$ cat src/hw/spimsp_cfg.svh
// register map, field positions and timing constants of the spi port
// Notes on behaviour
// - control readable always; while serial disabled it is forced to reset and port is off.
// - interrupt when complete or fault flag sets, enable set and cpu mask clear.
// - system enable gives the four pins to the port; clearing it stops the clock.
// - mode inputs always act as inputs; mode outputs drive only with direction set.
// - master select-pin direction zero means fault input, one means plain output.
// - open-drain bit makes the four pins open-drain, else push-pull.
// - master select bit sets master mode, clear is slave; resets to zero.
// - master clock rests at the polarity bit level between transfers.
// - rate code 000..111 divides clock by 2,4,16,32,8,16,64,128; master only.
// - extra rate bit adds a divide-by-4 stage and resets to zero.
// - status is always readable and writes to it change nothing.
// - complete flag sets at byte end; cleared by flagged status read then data access.
// - while complete flag is set, data writes are ignored until status read saw it.
// - collision flag cleared by flagged status read then any data access.
// - fault flag cleared by flagged status read then a control write.
// - status bits 5, 3 and 2 always read zero.
// - status bits 1 and 0 show the nmi and irq pin levels.
// - only a master data write starts a byte; both ends flag completion.
// - received bytes go to a read buffer; an unread flag makes new bytes lost.
// - lsb-first bit reverses shift order; register always holds msb at bit 7.
// - slave phase zero shifts only while select is low, select rises between bytes.
// - data write during transfer sets collision, is dropped, transfer goes on.
// - select low in master mode with select-pin direction zero sets fault, clears master bit and directions.
// - slave phase zero busy while selected; phase one from first edge to completion.
`ifndef SPIMSP_CFG_SVH
`define SPIMSP_CFG_SVH

`define SPIMSP_IDX_CTRL  8'h28
`define SPIMSP_IDX_STAT  8'h29
`define SPIMSP_IDX_DATA  8'h2a
`define SPIMSP_IDX_SYSTEM_OPTIONS_TWO  8'h38
`define SPIMSP_IDX_DDR   8'h3c
`define SPIMSP_IDX_CFG   8'h3d

`define SPIMSP_CTRL_RST  8'h04
`define SPIMSP_SYSTEM_OPTIONS_TWO_RST  8'h00
`define SPIMSP_DDR_RST   4'h0
`define SPIMSP_CFG_RST   3'h0

`define SPIMSP_C_IE      7
`define SPIMSP_C_SE      6
`define SPIMSP_C_OD      5
`define SPIMSP_C_MS      4
`define SPIMSP_C_POL     3
`define SPIMSP_C_PHA     2
`define SPIMSP_O_LSB_FIRST_SELECT    3
`define SPIMSP_O_RATE_SELECT_EXTRA    2
`define SPIMSP_F_DIS     0
`define SPIMSP_F_MASK    1
`define SPIMSP_F_SSLVL   2
`define SPIMSP_D_MISO    0
`define SPIMSP_D_MOSI    1
`define SPIMSP_D_SCK     2
`define SPIMSP_D_SS      3
`define SPIMSP_DDR_LO    2

`define SPIMSP_HALF_000  7'h01
`define SPIMSP_HALF_001  7'h02
`define SPIMSP_HALF_010  7'h08
`define SPIMSP_HALF_011  7'h10
`define SPIMSP_HALF_100  7'h04
`define SPIMSP_HALF_101  7'h08
`define SPIMSP_HALF_110  7'h20
`define SPIMSP_HALF_111  7'h40

`define SPIMSP_EDGE_END  4'hf
`define SPIMSP_LAST_P0   4'he
`define SPIMSP_LAST_P1   4'hf

`endif

$ cat src/hw/spimsp_pkg.sv
// types shared by the spi port
package spimsp_pkg;
	typedef enum logic {
		SPIMSP_IDLE,
		SPIMSP_XFER
	} spimsp_state_e;
endpackage

$ cat src/hw/spimsp_top.sv
// spi master/slave port with avalon-mm register access
`timescale 1ns/1ps
`include "spimsp_cfg.svh"

module spimsp_top (
	input  wire logic        clk,
	input  wire logic        rst_n,
	input  wire logic [9:0]  avs_address,
	input  wire logic        avs_read,
	input  wire logic        avs_write,
	input  wire logic [31:0] avs_writedata,
	input  wire logic [3:0]  avs_byteenable,
	output logic      [31:0] avs_readdata,
	output logic             avs_waitrequest,
	input  wire logic        sck_i,
	output logic             sck_o,
	output logic             sck_oe,
	input  wire logic        mosi_i,
	output logic             mosi_o,
	output logic             mosi_oe,
	input  wire logic        miso_i,
	output logic             miso_o,
	output logic             miso_oe,
	input  wire logic        ss_n_i,
	output logic             ss_n_o,
	output logic             ss_n_oe,
	input  wire logic        nmi_pin_level,
	input  wire logic        irq_pin_level,
	output logic             spi_irq
);

	function automatic logic [6:0] spimsp_half(input logic [2:0] code);
		case (code)
			3'h0: spimsp_half = `SPIMSP_HALF_000;
			3'h1: spimsp_half = `SPIMSP_HALF_001;
			3'h2: spimsp_half = `SPIMSP_HALF_010;
			3'h3: spimsp_half = `SPIMSP_HALF_011;
			3'h4: spimsp_half = `SPIMSP_HALF_100;
			3'h5: spimsp_half = `SPIMSP_HALF_101;
			3'h6: spimsp_half = `SPIMSP_HALF_110;
			default: spimsp_half = `SPIMSP_HALF_111;
		endcase
	endfunction

	function automatic logic [7:0] spimsp_rev(input logic [7:0] b);
		spimsp_rev = {b[0], b[1], b[2], b[3], b[4], b[5], b[6], b[7]};
	endfunction

	logic                      ack_r;
	logic [31:0]               rdata_r;
	logic [7:0]                ctrl_r;
	logic [7:0]                system_options_two_r;
	logic [3:0]                ddr_r;
	logic [2:0]                cfg_r;
	logic                      transfer_complete_flag_r;
	logic                      write_collision_flag_r;
	logic                      mode_fault_flag_r;
	logic                      transfer_complete_flag_arm_r;
	logic                      write_collision_flag_arm_r;
	logic                      mode_fault_flag_arm_r;
	logic [7:0]                shreg_r;
	logic                      rxbit_r;
	logic [7:0]                rdbuf_r;
	spimsp_pkg::spimsp_state_e state_r;
	logic [6:0]                div_r;
	logic [3:0]                ecnt_r;
	logic                      sckph_r;
	logic                      sck_prev_r;

	// bus side: one wait cycle, answer at the second edge of a request
	wire       req      = avs_read | avs_write;
	wire       acc      = req & ack_r;
	wire [7:0] idx      = avs_address[9:2];
	wire       wr_acc   = acc & avs_write & avs_byteenable[0];
	wire       rd_acc   = acc & avs_read;
	wire [7:0] wdat     = avs_writedata[7:0];
	wire       hit_ctrl = (idx == `SPIMSP_IDX_CTRL);
	wire       hit_stat = (idx == `SPIMSP_IDX_STAT);
	wire       hit_data = (idx == `SPIMSP_IDX_DATA);
	wire       hit_system_options_two = (idx == `SPIMSP_IDX_SYSTEM_OPTIONS_TWO);
	wire       hit_ddr  = (idx == `SPIMSP_IDX_DDR);
	wire       hit_cfg  = (idx == `SPIMSP_IDX_CFG);

	assign avs_waitrequest = req & ~ack_r;
	assign avs_readdata    = rdata_r;

	// effective control: forced to reset state while the port is disabled by config
	wire       dis   = cfg_r[`SPIMSP_F_DIS];
	wire [7:0] ctrl  = dis ? `SPIMSP_CTRL_RST : ctrl_r;
	wire       serial_irq_enable  = ctrl[`SPIMSP_C_IE];
	wire       serial_system_enable   = ctrl[`SPIMSP_C_SE];
	wire       od    = ctrl[`SPIMSP_C_OD];
	wire       master_select  = ctrl[`SPIMSP_C_MS];
	wire       clock_polarity  = ctrl[`SPIMSP_C_POL];
	wire       clock_phase  = ctrl[`SPIMSP_C_PHA];
	wire       lsb_first_select  = system_options_two_r[`SPIMSP_O_LSB_FIRST_SELECT];
	wire [2:0] spr   = {system_options_two_r[`SPIMSP_O_RATE_SELECT_EXTRA], ctrl[1:0]};
	wire [6:0] half  = spimsp_half(spr);
	wire       m_mode = serial_system_enable & master_select;
	wire       s_mode = serial_system_enable & ~master_select;

	// master clock generator, halted whenever the port is off
	wire xfer   = (state_r == spimsp_pkg::SPIMSP_XFER);
	wire m_edge = xfer & (div_r == half - 7'h01);
	wire m_end  = m_edge & (ecnt_r == `SPIMSP_EDGE_END);

	// slave edges count only while selected, so select high resets phase zero
	wire s_edge = s_mode & ~ss_n_i & (sck_i ^ sck_prev_r);
	wire edge_e = master_select ? m_edge : s_edge;
	wire lead   = ~ecnt_r[0];
	wire samp   = edge_e & (lead ^ clock_phase);
	wire shft   = edge_e & ~(lead ^ clock_phase) & ~(clock_phase & (ecnt_r == 4'h0));
	wire [3:0] last_idx = clock_phase ? `SPIMSP_LAST_P1 : `SPIMSP_LAST_P0;
	wire done   = samp & (ecnt_r == last_idx);
	wire rx_in  = master_select ? miso_i : mosi_i;
	wire [7:0] done_byte = {shreg_r[6:0], rx_in};
	wire s_rst  = ~master_select & ~clock_phase & ss_n_i;

	// transfer in progress, as seen for collisions
	wire busy = master_select ? xfer : (clock_phase ? (ecnt_r != 4'h0) : ~ss_n_i);

	// data register access
	wire dacc    = acc & hit_data;
	wire dwr     = wr_acc & hit_data;
	wire data_ok = ~transfer_complete_flag_r | transfer_complete_flag_arm_r;
	wire coll    = dwr & data_ok & busy;
	wire load    = dwr & data_ok & ~busy;
	wire start   = load & m_mode;

	// mode fault: select pulled low while mastering with fault detect on
	wire mf_ev = m_mode & ~ddr_r[`SPIMSP_D_SS] & ~ss_n_i;

	// flag set and clear; a set in the same cycle as a clear wins
	wire rd_stat  = rd_acc & hit_stat;
	wire transfer_complete_flag_clr = transfer_complete_flag_arm_r & dacc;
	wire write_collision_flag_clr = write_collision_flag_arm_r & dacc;
	wire mode_fault_flag_clr = mode_fault_flag_arm_r & wr_acc & hit_ctrl;
	wire transfer_complete_flag_nxt = done | (transfer_complete_flag_r & ~transfer_complete_flag_clr);
	wire write_collision_flag_nxt = coll | (write_collision_flag_r & ~write_collision_flag_clr);
	wire mode_fault_flag_nxt = mf_ev | (mode_fault_flag_r & ~mode_fault_flag_clr);
	wire transfer_complete_flag_arm_nxt = rd_stat ? rdata_r[7] : (transfer_complete_flag_arm_r & ~transfer_complete_flag_clr);
	wire write_collision_flag_arm_nxt = rd_stat ? rdata_r[6] : (write_collision_flag_arm_r & ~write_collision_flag_clr);
	wire mode_fault_flag_arm_nxt = rd_stat ? rdata_r[4] : (mode_fault_flag_arm_r & ~mode_fault_flag_clr);

	// register next values
	wire [7:0] ctrl_wr  = (wr_acc & hit_ctrl) ? wdat : ctrl_r;
	wire [7:0] ctrl_nxt = dis ? `SPIMSP_CTRL_RST
	                          : (ctrl_wr & ~({7'h00, mf_ev} << `SPIMSP_C_MS));
	wire [3:0] ddr_nxt  = mf_ev ? `SPIMSP_DDR_RST
	                    : ((wr_acc & hit_ddr) ? wdat[5:2] : ddr_r);
	wire [7:0] system_options_two_nxt = (wr_acc & hit_system_options_two) ? wdat : system_options_two_r;
	wire [2:0] cfg_nxt  = (wr_acc & hit_cfg) ? wdat[2:0] : cfg_r;

	// status: unused bits zero, low bits follow the interrupt pins
	wire [7:0] stat = {transfer_complete_flag_r, write_collision_flag_r, 1'b0, mode_fault_flag_r, 1'b0, 1'b0,
	                   nmi_pin_level, irq_pin_level};

	wire [7:0] rsel = hit_ctrl ? ctrl
	                : hit_stat ? stat
	                : hit_data ? rdbuf_r
	                : hit_system_options_two ? system_options_two_r
	                : hit_ddr  ? {2'h0, ddr_r, 2'h0}
	                : hit_cfg  ? {5'h00, cfg_r}
	                : 8'h00;
	wire [31:0] rdata_nxt = (avs_read & ~ack_r) ? {24'h0000_00, rsel} : rdata_r;

	// shifter: always msb-first inside, reversed at the edges for lsb-first
	wire [7:0] load_byte = lsb_first_select ? spimsp_rev(wdat) : wdat;
	wire [7:0] rx_byte   = lsb_first_select ? spimsp_rev(done_byte) : done_byte;
	wire [7:0] shreg_nxt = load ? load_byte
	                     : shft ? {shreg_r[6:0], rxbit_r}
	                     : shreg_r;
	// a byte arriving while the flag is still up is dropped: overrun
	wire [7:0] rdbuf_nxt = (done & ~transfer_complete_flag_r) ? rx_byte : rdbuf_r;
	wire       rxbit_nxt = samp ? rx_in : rxbit_r;

	// master sequencer
	wire stop = m_end | mf_ev | ~m_mode;
	spimsp_pkg::spimsp_state_e state_nxt;
	always_comb begin
		state_nxt = state_r;
		unique case (state_r)
			spimsp_pkg::SPIMSP_IDLE: if (start) state_nxt = spimsp_pkg::SPIMSP_XFER;
			spimsp_pkg::SPIMSP_XFER: if (stop) state_nxt = spimsp_pkg::SPIMSP_IDLE;
		endcase
	end

	wire [6:0] div_nxt  = (~xfer | m_edge) ? 7'h00 : div_r + 7'h01;
	wire [3:0] ecnt_nxt = (~serial_system_enable | start | s_rst) ? 4'h0
	                    : edge_e ? ecnt_r + 4'h1 : ecnt_r;
	wire       sckph_nxt = (state_nxt == spimsp_pkg::SPIMSP_XFER) & (sckph_r ^ m_edge);

	always_ff @(posedge clk) begin
		if (!rst_n) begin
			ack_r   <= 1'b0;
			rdata_r <= 32'h0000_0000;
			ctrl_r  <= `SPIMSP_CTRL_RST;
			system_options_two_r  <= `SPIMSP_SYSTEM_OPTIONS_TWO_RST;
			ddr_r   <= `SPIMSP_DDR_RST;
			cfg_r   <= `SPIMSP_CFG_RST;
		end else begin
			ack_r   <= req & ~ack_r;
			rdata_r <= rdata_nxt;
			ctrl_r  <= ctrl_nxt;
			system_options_two_r  <= system_options_two_nxt;
			ddr_r   <= ddr_nxt;
			cfg_r   <= cfg_nxt;
		end
	end

	always_ff @(posedge clk) begin
		if (!rst_n) begin
			transfer_complete_flag_r     <= 1'b0;
			write_collision_flag_r     <= 1'b0;
			mode_fault_flag_r     <= 1'b0;
			transfer_complete_flag_arm_r <= 1'b0;
			write_collision_flag_arm_r <= 1'b0;
			mode_fault_flag_arm_r <= 1'b0;
		end else begin
			transfer_complete_flag_r     <= transfer_complete_flag_nxt;
			write_collision_flag_r     <= write_collision_flag_nxt;
			mode_fault_flag_r     <= mode_fault_flag_nxt;
			transfer_complete_flag_arm_r <= transfer_complete_flag_arm_nxt;
			write_collision_flag_arm_r <= write_collision_flag_arm_nxt;
			mode_fault_flag_arm_r <= mode_fault_flag_arm_nxt;
		end
	end

	always_ff @(posedge clk) begin
		if (!rst_n) begin
			shreg_r    <= 8'h00;
			rxbit_r    <= 1'b0;
			rdbuf_r    <= 8'h00;
			state_r    <= spimsp_pkg::SPIMSP_IDLE;
			div_r      <= 7'h00;
			ecnt_r     <= 4'h0;
			sckph_r    <= 1'b0;
			sck_prev_r <= 1'b0;
		end else begin
			shreg_r    <= shreg_nxt;
			rxbit_r    <= rxbit_nxt;
			rdbuf_r    <= rdbuf_nxt;
			state_r    <= state_nxt;
			div_r      <= div_nxt;
			ecnt_r     <= ecnt_nxt;
			sckph_r    <= sckph_nxt;
			sck_prev_r <= sck_i;
		end
	end

	// pins: inputs of the mode never drive; outputs need their direction bit
	wire drv_sck  = m_mode & ddr_r[`SPIMSP_D_SCK];
	wire drv_mosi = m_mode & ddr_r[`SPIMSP_D_MOSI];
	wire drv_miso = s_mode & ddr_r[`SPIMSP_D_MISO] & ~ss_n_i;
	wire drv_ss   = m_mode & ddr_r[`SPIMSP_D_SS];

	assign sck_o   = clock_polarity ^ sckph_r;
	assign mosi_o  = shreg_r[7];
	assign miso_o  = shreg_r[7];
	assign ss_n_o  = cfg_r[`SPIMSP_F_SSLVL];

	// open-drain pins only pull low, never drive a high
	assign sck_oe  = drv_sck  & (~od | ~sck_o);
	assign mosi_oe = drv_mosi & (~od | ~mosi_o);
	assign miso_oe = drv_miso & (~od | ~miso_o);
	assign ss_n_oe = drv_ss   & (~od | ~ss_n_o);

	assign spi_irq = serial_irq_enable & (transfer_complete_flag_r | mode_fault_flag_r) & ~cfg_r[`SPIMSP_F_MASK];

endmodule

$ cat config.mk
export PLATFORM = sky130hd
export DESIGN_NAME = spimsp_top
export DESIGN_NICKNAME = d
export VERILOG_FILES = /design/src/hw/spimsp_pkg.sv /design/src/hw/spimsp_top.sv
export VERILOG_INCLUDE_DIRS = /design/src /design/src/hw
export SDC_FILE = /design/constraint.sdc
export NUM_CORES = 1
export LEC_CHECK = 0
export ABC_AREA = 1
export BUFFER_PORTS_ARGS = -buffer_cell sky130_fd_sc_hd__buf_4
export CAP_MARGIN = 10
export CORE_ASPECT_RATIO = 0.6
export CORE_MARGIN = 2
export CORE_UTILIZATION = 35
export DETAILED_ROUTE_END_ITERATION = 6
export GPL_TIMING_DRIVEN = 0
export PLACE_DENSITY = 0.64
export SETUP_SLACK_MARGIN = 0.15
export SLEW_MARGIN = 15
export SYNTH_ARGS = -nofsm -noshare
export SYNTH_HDL_FRONTEND = slang
export SYNTH_SLANG_ARGS = --single-unit
$ cat constraint.sdc
create_clock -name clk -period 2.2 [get_ports clk]
set_clock_uncertainty 0.15 [all_clocks]
set_input_delay 0.22 -clock clk [delete_from_list [all_inputs] [get_ports clk]]
set_output_delay 0.22 -clock clk [all_outputs]
set_load 0.02 [all_outputs]
==> results of run 1 <==
## repair_timing
item | in CTS | in global routing
hold buffers | 1 | 0
resized for setup | 9 | 48
cloned | 0 | 4
buffers inserted | 1 | 12
hold endpoints to repair | 1 | 0
pin swaps | 0 | 16
setup endpoints to repair | 10 | 33
## worst paths after layout
kind | startpoint | end | slack, ns
worst max-delay path | cfg_r[0] | shreg_r[1] | 0.05
worst min-delay path | avs_writedata[7] | system_options_two_r[7] | 0.04
worst max register to register | cfg_r[0] | shreg_r[1] | 0.05
worst min register to register | system_options_two_r[1] | system_options_two_r[1] | 0.31
## stage by stage
step	hold WS (ns)	cells	worst slack, ns	setup TNS [ns]	utilization
after global placement	0.269	762	0.0797	0	0.418
final	0.0419	796	0.0543	0	0.480
after CTS	0.0302	780	0.146	0	0.451
after global routing	0.0340	796	-0.0217	-0.0217	0.480
after detailed placement	0.278	762	-0.0278	-0.0745	0.418
after floorplan	0.163	579	0.418	0	-
## layout make-up
| class | instances | area (um^2) | share of cell area |
|---|---|---|---|
| plain buffers | 39 | 292 | 0.0569 |
| clock buffers | 11 | 243 | 0.0474 |
| clock inverters | 5 | 50.0 | 0.00977 |
| inverters | 72 | 283 | 0.0552 |
| multi-input cells | 400 | 2210 | 0.431 |
| flip-flops and latches | 69 | 1380 | 0.270 |
| well taps | 139 | 174 | 0.0340 |
| repair buffers | 60 | 482 | 0.0940 |
| repair inverters | 1 | 8.76 | 0.00171 |
## where the power goes
group | internal, mW | total [mW] | switching [mW]
sequential | 1.26 | 1.26 | 0.00471
combinational | 0.0854 | 0.223 | 0.138
clock | 0.900 | 1.44 | 0.542
## registers in the layout, indices dropped and copies added, names as in the netlist, 3 cells and up
signal / count
avs_readdata: 8
ddr_r: 4
shreg_r: 8
ecnt_r: 4
ctrl_r: 8
rdbuf_r: 8
div_r: 7
cfg_r: 3
system_options_two_r: 8
## cell families after synthesis
family                     after synthesis  share of synthesized area
muxes                                    8                     0.0207
other                                    1                   0.000969
adders and majority gates                3                    0.00970
DFF                                     69                      0.357
buffers and inverters                  111                      0.143
AOI/OAI and AO/OA                      119                      0.175
xor gates and xnor gates                 7                     0.0158
and+or+nand+nor                        238                      0.278
## layer usage
layer,global-route usage,vias up,share of wire
li1,-,1949,-
met1,0.298,1834,0.49
met2,0.273,189,0.40
met3,0.0530,18,0.093
met4,0.0436,0,0.013
met5,0,-,0
## worst register-to-register path: stages (launching register included)
cell      delay (ns)
dfxtp_2         0.34
buf_12          0.14
clkinv_8        0.08
nand3_1         0.10
nand2_1         0.06
nand2_1         0.06
nand2_1         0.06
nor2_2          0.14
nand4_1         0.19
nand2_2         0.18
buf_8           0.15
nand2_8         0.08
nand2_8         0.12
nand2_1         0.10
a21oi_2         0.14
## layout by cell type, fill, tap and decap left out, drive strengths merged, types with 20 or more instances in the layout
cell	instances
clkbuf	20
buf	89
nand3	31
nor2	59
o21ai	51
dfxtp	69
conb	24
nand2	128
inv	70
a21oi	54
==> impl_metrics.py, run 1 <==
metrics = {
    "floorplanning": {
        "dieArea_um2": 11900,
        "die_y_um": 85.4,
        "ios": 98,
        "core_area_um2": 10700,
        "row_count": 29,
        "die_x_um": 140,
        "initial_utilization": 0.363,
    },
    "logic_synthesis": {
        "seq_area_frac_synth": 0.357,
        "yosys-top-cells-area": "dfxtp_1 36%, nand2_1 12%, inv_1 6.6%",
        "yosysMostFrequentCell": "nand2_1",
        "synth_commonest_cells": "121 x nand2_1, 69 x dfxtp_1, 68 x inv_1",
        "syn_avg_cell_area_um2": 6.96,
        "yosysTopAreaCellShare": 0.357,
        "syn_area_um2": 3870,
        "ys.flop_type": "dfxtp_1",
        "synth_edf_count": 0,
        "yosysTopAreaCell": "dfxtp_1",
        "syn-instance-count": 556,
        "synth_cell_types": 42,
        "synth_seq_cells": 69,
        "yosys_warnings": 0,
        "synthArstFlopShare": 0,
    },
    "layout": {
        "final_area_um2": 5120,
        "nets": 711,
        "antenna_cells": 0,
        "drive_gt1_frac": 0.260,
        "nFillCells": 1082,
        "area_delta_synth_final_pct": 32.4,
    },
    "setup_path": {
        "crit_path_top_delay_cell": "dfxtp_2",
        "critPathKind": "reg -> reg",
        "critPathArrivalTime_ns": 2.26,
        "required_ns": 2.31,
        "cp_num_buf_inv": 3,
        "end_kind": "flip-flop",
        "crit_family": "simple AND/OR/NAND/NOR gates",
        "startpoint_type": "flip-flop",
        "ff2ff_path_depth": 14,
        "path_depth": 14,
        "slowest_delay_ns": 0.34,
        "cp_common_cell": "nand2_1",
        "path_cells": "buf_12, clkinv_8, nand3_1, nand2_1, nand2_1, nand2_1, nor2_2, nand4_1, nand2_2, buf_8, nand2_8, nand2_8, nand2_1, a21oi_2",
        "crit_fanout": 8,
    },
    "route": {
        "routed_wirelength_um": 12100,
        "first_pass_iters": 7,
        "wl_per_cell_um": 15.1,
        "drt-initial-drc-count": 332,
        "vias": 3990,
        "vias_per_cell": 5.01,
        "drc": 0,
        "detail-route-antenna-nets": 0,
    },
    "sta": {
        "rsz0062_at_grt": "yes",
        "setup_violations": 0,
        "fmax_mhz": 466,
        "period_share": 0.975,
        "slew_violations": 0,
        "tightest_slew_ns": 0.712,
        "finalHoldViolCount": 0,
        "slew_headroom": 0.525,
        "min_period_ns": 2.15,
    },
    "pwr": {
        "ir_worst_vdd_mv": 0.464,
        "p_leak_nw": 2.12,
        "powerDensity_nw_per_um2": 571,
        "fin_total_pwr_mw": 2.93,
    },
    "global_route": {
        "grt_max_degree": 12,
        "grt_pass1_vias": 3507,
        "grt_usage": 0.196,
        "antenna_found_initial": 0,
        "grt-ovfl-total": 0,
        "grt_pass1_wl_um": 18000,
    },
    "place": {
        "hpwl_um": 8920,
        "routabilityCongestion": 0.914,
        "port-buffer-count": 44,
        "dpl_cell_area_um2": 4460,
    },
    "clock_network": {
        "cts_max_path_buffers": 2,
        "clk_pin_slew_ns": 0.05,
        "htree_num_levels": 3,
        "clk_latency_ns": 0.34,
        "cts.sinks": 69,
        "cts_tree": "done",
        "numCtsBuffers": 9,
        "root_buffer": "clkbuf_16",
    },
    "run": {
        "drv_cap": 0,
    },
    "run_status": {
        "status": "finished clean",
    },
    "worst_hold_path": {
        "hold_path_class": "in -> reg",
        "hold_depth": 3,
    },
}
No activity file was read; power rests on OpenSTA's default activity.
==> run 2, diff against run 1 <==
Settings changed: CORE_MARGIN 2 to unset.
==> impl_metrics.py, run 2 (synthesis gave the netlist of run 1 again) <==
metrics = {
    "setup_path": {
        "startpoint_type": "flip-flop",
        "critPathKind": "reg -> reg",
        "crit_fanout": 8,
        "required_ns": 2.32,
        "critPathArrivalTime_ns": 2.15,
        "end_kind": "flip-flop",
        "rrSetupSlack_ns": 0.17,
    },
    "layout": {
        "nFillCells": 1064,
        "drive_gt1_frac": 0.252,
        "multiInputGateArea_um2": 2190,
        "fin_util": 0.476,
        "antenna_cells": 0,
        "regArea_um2": 1380,
        "layout_commonest_cell": "nand2_1",
        "area_delta_synth_final_pct": 31.1,
        "nets": 711,
        "final_cell_mix": "108 x nand2_1, 82 x buf_4, 67 x dfxtp_1, 65 x inv_1, 50 x nor2_1",
    },
    "route": {
        "vias": 3905,
        "vias_per_cell": 4.91,
        "wl_per_cell_um": 14.7,
        "routed_wirelength_um": 11700,
        "first_pass_iters": 5,
        "detail-route-antenna-nets": 0,
        "drc": 0,
        "drt-initial-drc-count": 395,
    },
    "sta": {
        "min_period_ns": 2.03,
        "rsz0062_at_grt": "yes",
        "setup_violations": 0,
        "slew_violations": 0,
        "fmax_mhz": 492,
        "finalHoldViolCount": 0,
        "period_share": 0.924,
        "tightest_slew_ns": 0.687,
        "slew_headroom": 0.538,
        "tns_ns": 0,
    },
    "floorplanning": {
        "core_area_um2": 10700,
        "die_x_um": 138,
        "ios": 98,
        "initial_utilization": 0.363,
        "dieArea_um2": 11500,
        "die_y_um": 83.4,
        "row_count": 29,
    },
    "pwr": {
        "fin_total_pwr_mw": 2.85,
        "ir_worst_vdd_mv": 0.397,
        "powerDensity_nw_per_um2": 561,
        "p_leak_nw": 2.09,
    },
    "worst_hold_path": {
        "hold_path_class": "in -> reg",
    },
    "place": {
        "routabilityCongestion": 0.921,
        "port-buffer-count": 44,
        "hpwl_um": 8820,
    },
    "run": {
        "drv_cap": 0,
    },
    "clock_network": {
        "cts_max_path_buffers": 2,
        "cts_tree": "done",
        "numCtsBuffers": 9,
        "root_buffer": "clkbuf_16",
        "htree_num_levels": 3,
        "cts.sinks": 69,
        "clk_pin_slew_ns": 0.05,
        "clk_latency_ns": 0.34,
    },
    "global_route": {
        "antenna_found_initial": 1,
        "grt_max_degree": 11,
        "grt-ovfl-total": 0,
        "grt_usage": 0.208,
        "grt_pass1_wl_um": 17800,
        "grt_pass1_vias": 3478,
    },
    "run_status": {
        "status": "finished clean",
    },
}
run 2: changes by cell type in the layout (fill, tap and decap cells not counted), sizes merged:
cell | previous run | this run
buf | 89 | 90
clkinv | 7 | 4
clkbuf | 20 | 22
bufinv | 1 | 0
run 2: critical path, cell delays in order (launching register included):
cell and delay, ns:
dfxtp_2 0.33, buf_12 0.14, clkinv_8 0.07, nand2_8 0.06
nand2_4 0.06, nand2_1 0.05, nand2_1 0.05, nand2_1 0.06
nor2_2 0.15, nand4_1 0.17, nand2_2 0.15, buf_8 0.15
nand2_8 0.08, nand2_8 0.11, nand2_1 0.08, a21oi_2 0.11
run 2: per-layer routing:
metal | global-route usage | vias to the layer above | share of wire
met5 | 0 | - | 0
met4 | 0.0623 | 0 | 0.011
met3 | 0.0549 | 16 | 0.091
met2 | 0.275 | 165 | 0.41
met1 | 0.318 | 1770 | 0.49
li1 | - | 1954 | -
run 2: layout make-up:
cell class	count	area share
tap	139	0.0343
multi-input combinational	400	0.431
sequential	69	0.273
clock inverter	1	0.000986
clock buffer	14	0.0540
inverter	72	0.0557
timing repair buffer	60	0.0925
timing repair inverter	1	0.00123
buffer	39	0.0575
run 2: worst paths after layout:
check                  from    endpoint  cells past startpoint
hold / removal    avs_write       ack_r                      3
hold reg to reg   ctrl_r[7]   ctrl_r[7]                      2
setup reg to reg   cfg_r[0]  shreg_r[1]                     15
setup / recovery   cfg_r[0]  shreg_r[1]                     15
run 2: power by group:
group | internal [mW] | leakage, nW | switching (mW) | total (mW)
Combinational | 0.0853 | 1.39 | 0.134 | 0.219
Sequential | 1.26 | 0.558 | 0.00481 | 1.26
Clock | 0.847 | 0.139 | 0.517 | 1.36
Total | 2.19 | 2.09 | 0.656 | 2.85
run 2: timing repair:
item,CTS,global route
hold buffers,1,0
hold endpoints to repair,1,0
gates cloned,2,1
pin swaps,5,16
endpoints found under the setup margin,20,29
buffers inserted,8,6
gates resized for setup,11,39
run 2: per-stage QoR:
stage / cell area [um^2] / setup slack (ns) / cells / hold WS [ns]
2_1_floorplan: 3960 / 0.418 / 579 / 0.163
3_3_place_gp: 4460 / 0.0994 / 762 / 0.269
3_5_place_dp: 4460 / 0.0436 / 762 / 0.272
4_1_cts: 4890 / 0.139 / 788 / 0.0273
5_1_grt: 5070 / 0.0438 / 795 / 0.0333
6_report: 5070 / 0.166 / 795 / 0.0337
==> run 3, diff against run 2 <==
Settings changed: PLACE_DENSITY 0.64 to unset.
==> impl_metrics.py, run 3 (synthesis gave the netlist of run 1 again) <==
metrics = {
    "run_status": {
        "status": "finished clean",
    },
    "clock_network": {
        "htree_num_levels": 3,
        "cts_max_path_buffers": 2,
        "cts.sinks": 69,
        "clk_latency_ns": 0.34,
        "clk_pin_slew_ns": 0.06,
        "cts_tree": "done",
        "numCtsBuffers": 9,
        "root_buffer": "clkbuf_16",
    },
    "pwr": {
        "p_leak_nw": 2.14,
        "fin_total_pwr_mw": 3.03,
        "pwr-share-clk": 0.510,
        "power.switching_mw": 0.700,
        "ir_worst_vdd_mv": 0.382,
        "p_comb_frac": 0.074,
        "powerDensity_nw_per_um2": 577,
        "p_int_mw": 2.33,
        "swShare": 0.231,
        "pwr-share-seq": 0.416,
    },
    "route": {
        "first_pass_iters": 6,
        "routed_wirelength_um": 12400,
        "vias": 3984,
        "wl_per_cell_um": 15.5,
        "vias_per_cell": 4.98,
        "drt-initial-drc-count": 373,
        "detail-route-antenna-nets": 0,
        "drc": 0,
    },
    "floorplanning": {
        "dieArea_um2": 11500,
        "die_x_um": 138,
        "ios": 98,
        "initial_utilization": 0.363,
        "die_y_um": 83.4,
        "row_count": 29,
        "core_area_um2": 10700,
    },
    "run": {
        "drv_cap": 0,
    },
    "setup_path": {
        "path_cells": "buf_12, nor2_2, inv_2, nor3_4, nand2_2, nand2_4, nand4_4, buf_6, nand2_2, nand2_2, nor2_2",
        "crit_fanout": 8,
        "slowest_delay_ns": 0.32,
        "cp_common_cell": "nand2_2",
        "critPathKind": "reg -> reg",
        "crit_path_top_delay_cell": "dfxtp_2",
        "startpoint_type": "flip-flop",
        "critPathArrivalTime_ns": 2.18,
        "required_ns": 2.34,
        "end_kind": "flip-flop",
    },
    "place": {
        "port-buffer-count": 44,
        "hpwl_um": 9120,
        "routabilityCongestion": 0.893,
    },
    "sta": {
        "slew_headroom": 0.521,
        "setup_violations": 0,
        "finalHoldViolCount": 0,
        "min_period_ns": 2.04,
        "slew_violations": 0,
        "rsz0062_at_grt": "yes",
        "tightest_slew_ns": 0.718,
        "fmax_mhz": 491,
        "hold-worst-slack_ns": 0.0358,
        "period_share": 0.927,
    },
    "layout": {
        "final_cell_mix": "104 x nand2_1, 84 x buf_4, 65 x inv_1, 64 x dfxtp_1, 49 x nor2_1",
        "fin_util": 0.491,
        "area_delta_synth_final_pct": 35.5,
        "antenna_cells": 0,
        "layout_commonest_cell": "nand2_1",
        "drive_gt1_frac": 0.281,
        "nFillCells": 1067,
        "nets": 715,
        "regArea_um2": 1390,
        "multiInputGateArea_um2": 2250,
    },
    "global_route": {
        "grt_usage": 0.220,
        "grt_max_degree": 12,
        "antenna_found_initial": 0,
        "grt_pass1_wl_um": 18700,
        "grt-ovfl-total": 0,
        "grt_pass1_vias": 3656,
    },
    "worst_hold_path": {
        "hold_path_class": "in -> reg",
    },
}
run 3: final timing paths:
kind	start	endpoint	slack [ns]	cells after the start
worst max-delay path	cfg_r[0]	rdbuf_r[7]	0.16	11
worst min-delay path	avs_read	ack_r	0.04	3
worst max register to register	cfg_r[0]	rdbuf_r[7]	0.16	11
worst min register to register	ctrl_r[3]	ctrl_r[3]	0.30	2
run 3: stage by stage:
stage | TNS (ns) | area, um^2 | instances | setup WS [ns]
after floorplan | 0 | 3960 | 579 | 0.418
after global placement | -0.235 | 4460 | 762 | -0.0298
after detailed placement | -0.0894 | 4460 | 762 | -0.0233
after CTS | 0 | 4810 | 779 | 0.135
after global routing | 0 | 5240 | 800 | 0.0495
final | 0 | 5240 | 800 | 0.162
run 3: layer usage:
metal	wire length (um)	global-route usage	vias to the layer above	share of wire
met2	4760	0.294	233	0.38
met5	0	0	-	0
li1	-	-	1964	-
met3	1690	0.0824	22	0.14
met1	5780	0.319	1765	0.46
met4	208	0.0682	0	0.017
run 3: final cells by class:
cell class / count / share of cell area
buffer: 39 / 0.0570
clock buffer: 11 / 0.0444
clock inverter: 5 / 0.0143
inverter: 72 / 0.0544
multi-input combinational: 400 / 0.430
sequential: 69 / 0.265
tap: 139 / 0.0332
timing repair buffer: 65 / 0.101
run 3: critical path, delay by kind of cell, from the launching register on:
kind,cells,cell delay [ns]
and+or+nand+nor,8,1.07
DFF,1,0.32
buffers and inverters,3,0.42
run 3: power by group through the flow:
stage | logic, mW | clock network (mW) | registers (mW)
CTS | 0.216 | 1.56 | 1.26
global route | 0.241 | 1.61 | 1.26
finish | 0.222 | 1.54 | 1.26
detailed placement | 0.213 | 0 | 1.29
global placement | 0.210 | 0 | 1.29
floorplan | 0.124 | 0 | 1.29
run 3: timing repair:
action	in CTS	in global routing
gates cloned	0	3
hold endpoints to repair	1	0
hold buffers	1	0
buffers inserted	0	18
gates resized for setup	7	67
setup endpoints to repair	24	25
pin swaps	0	21
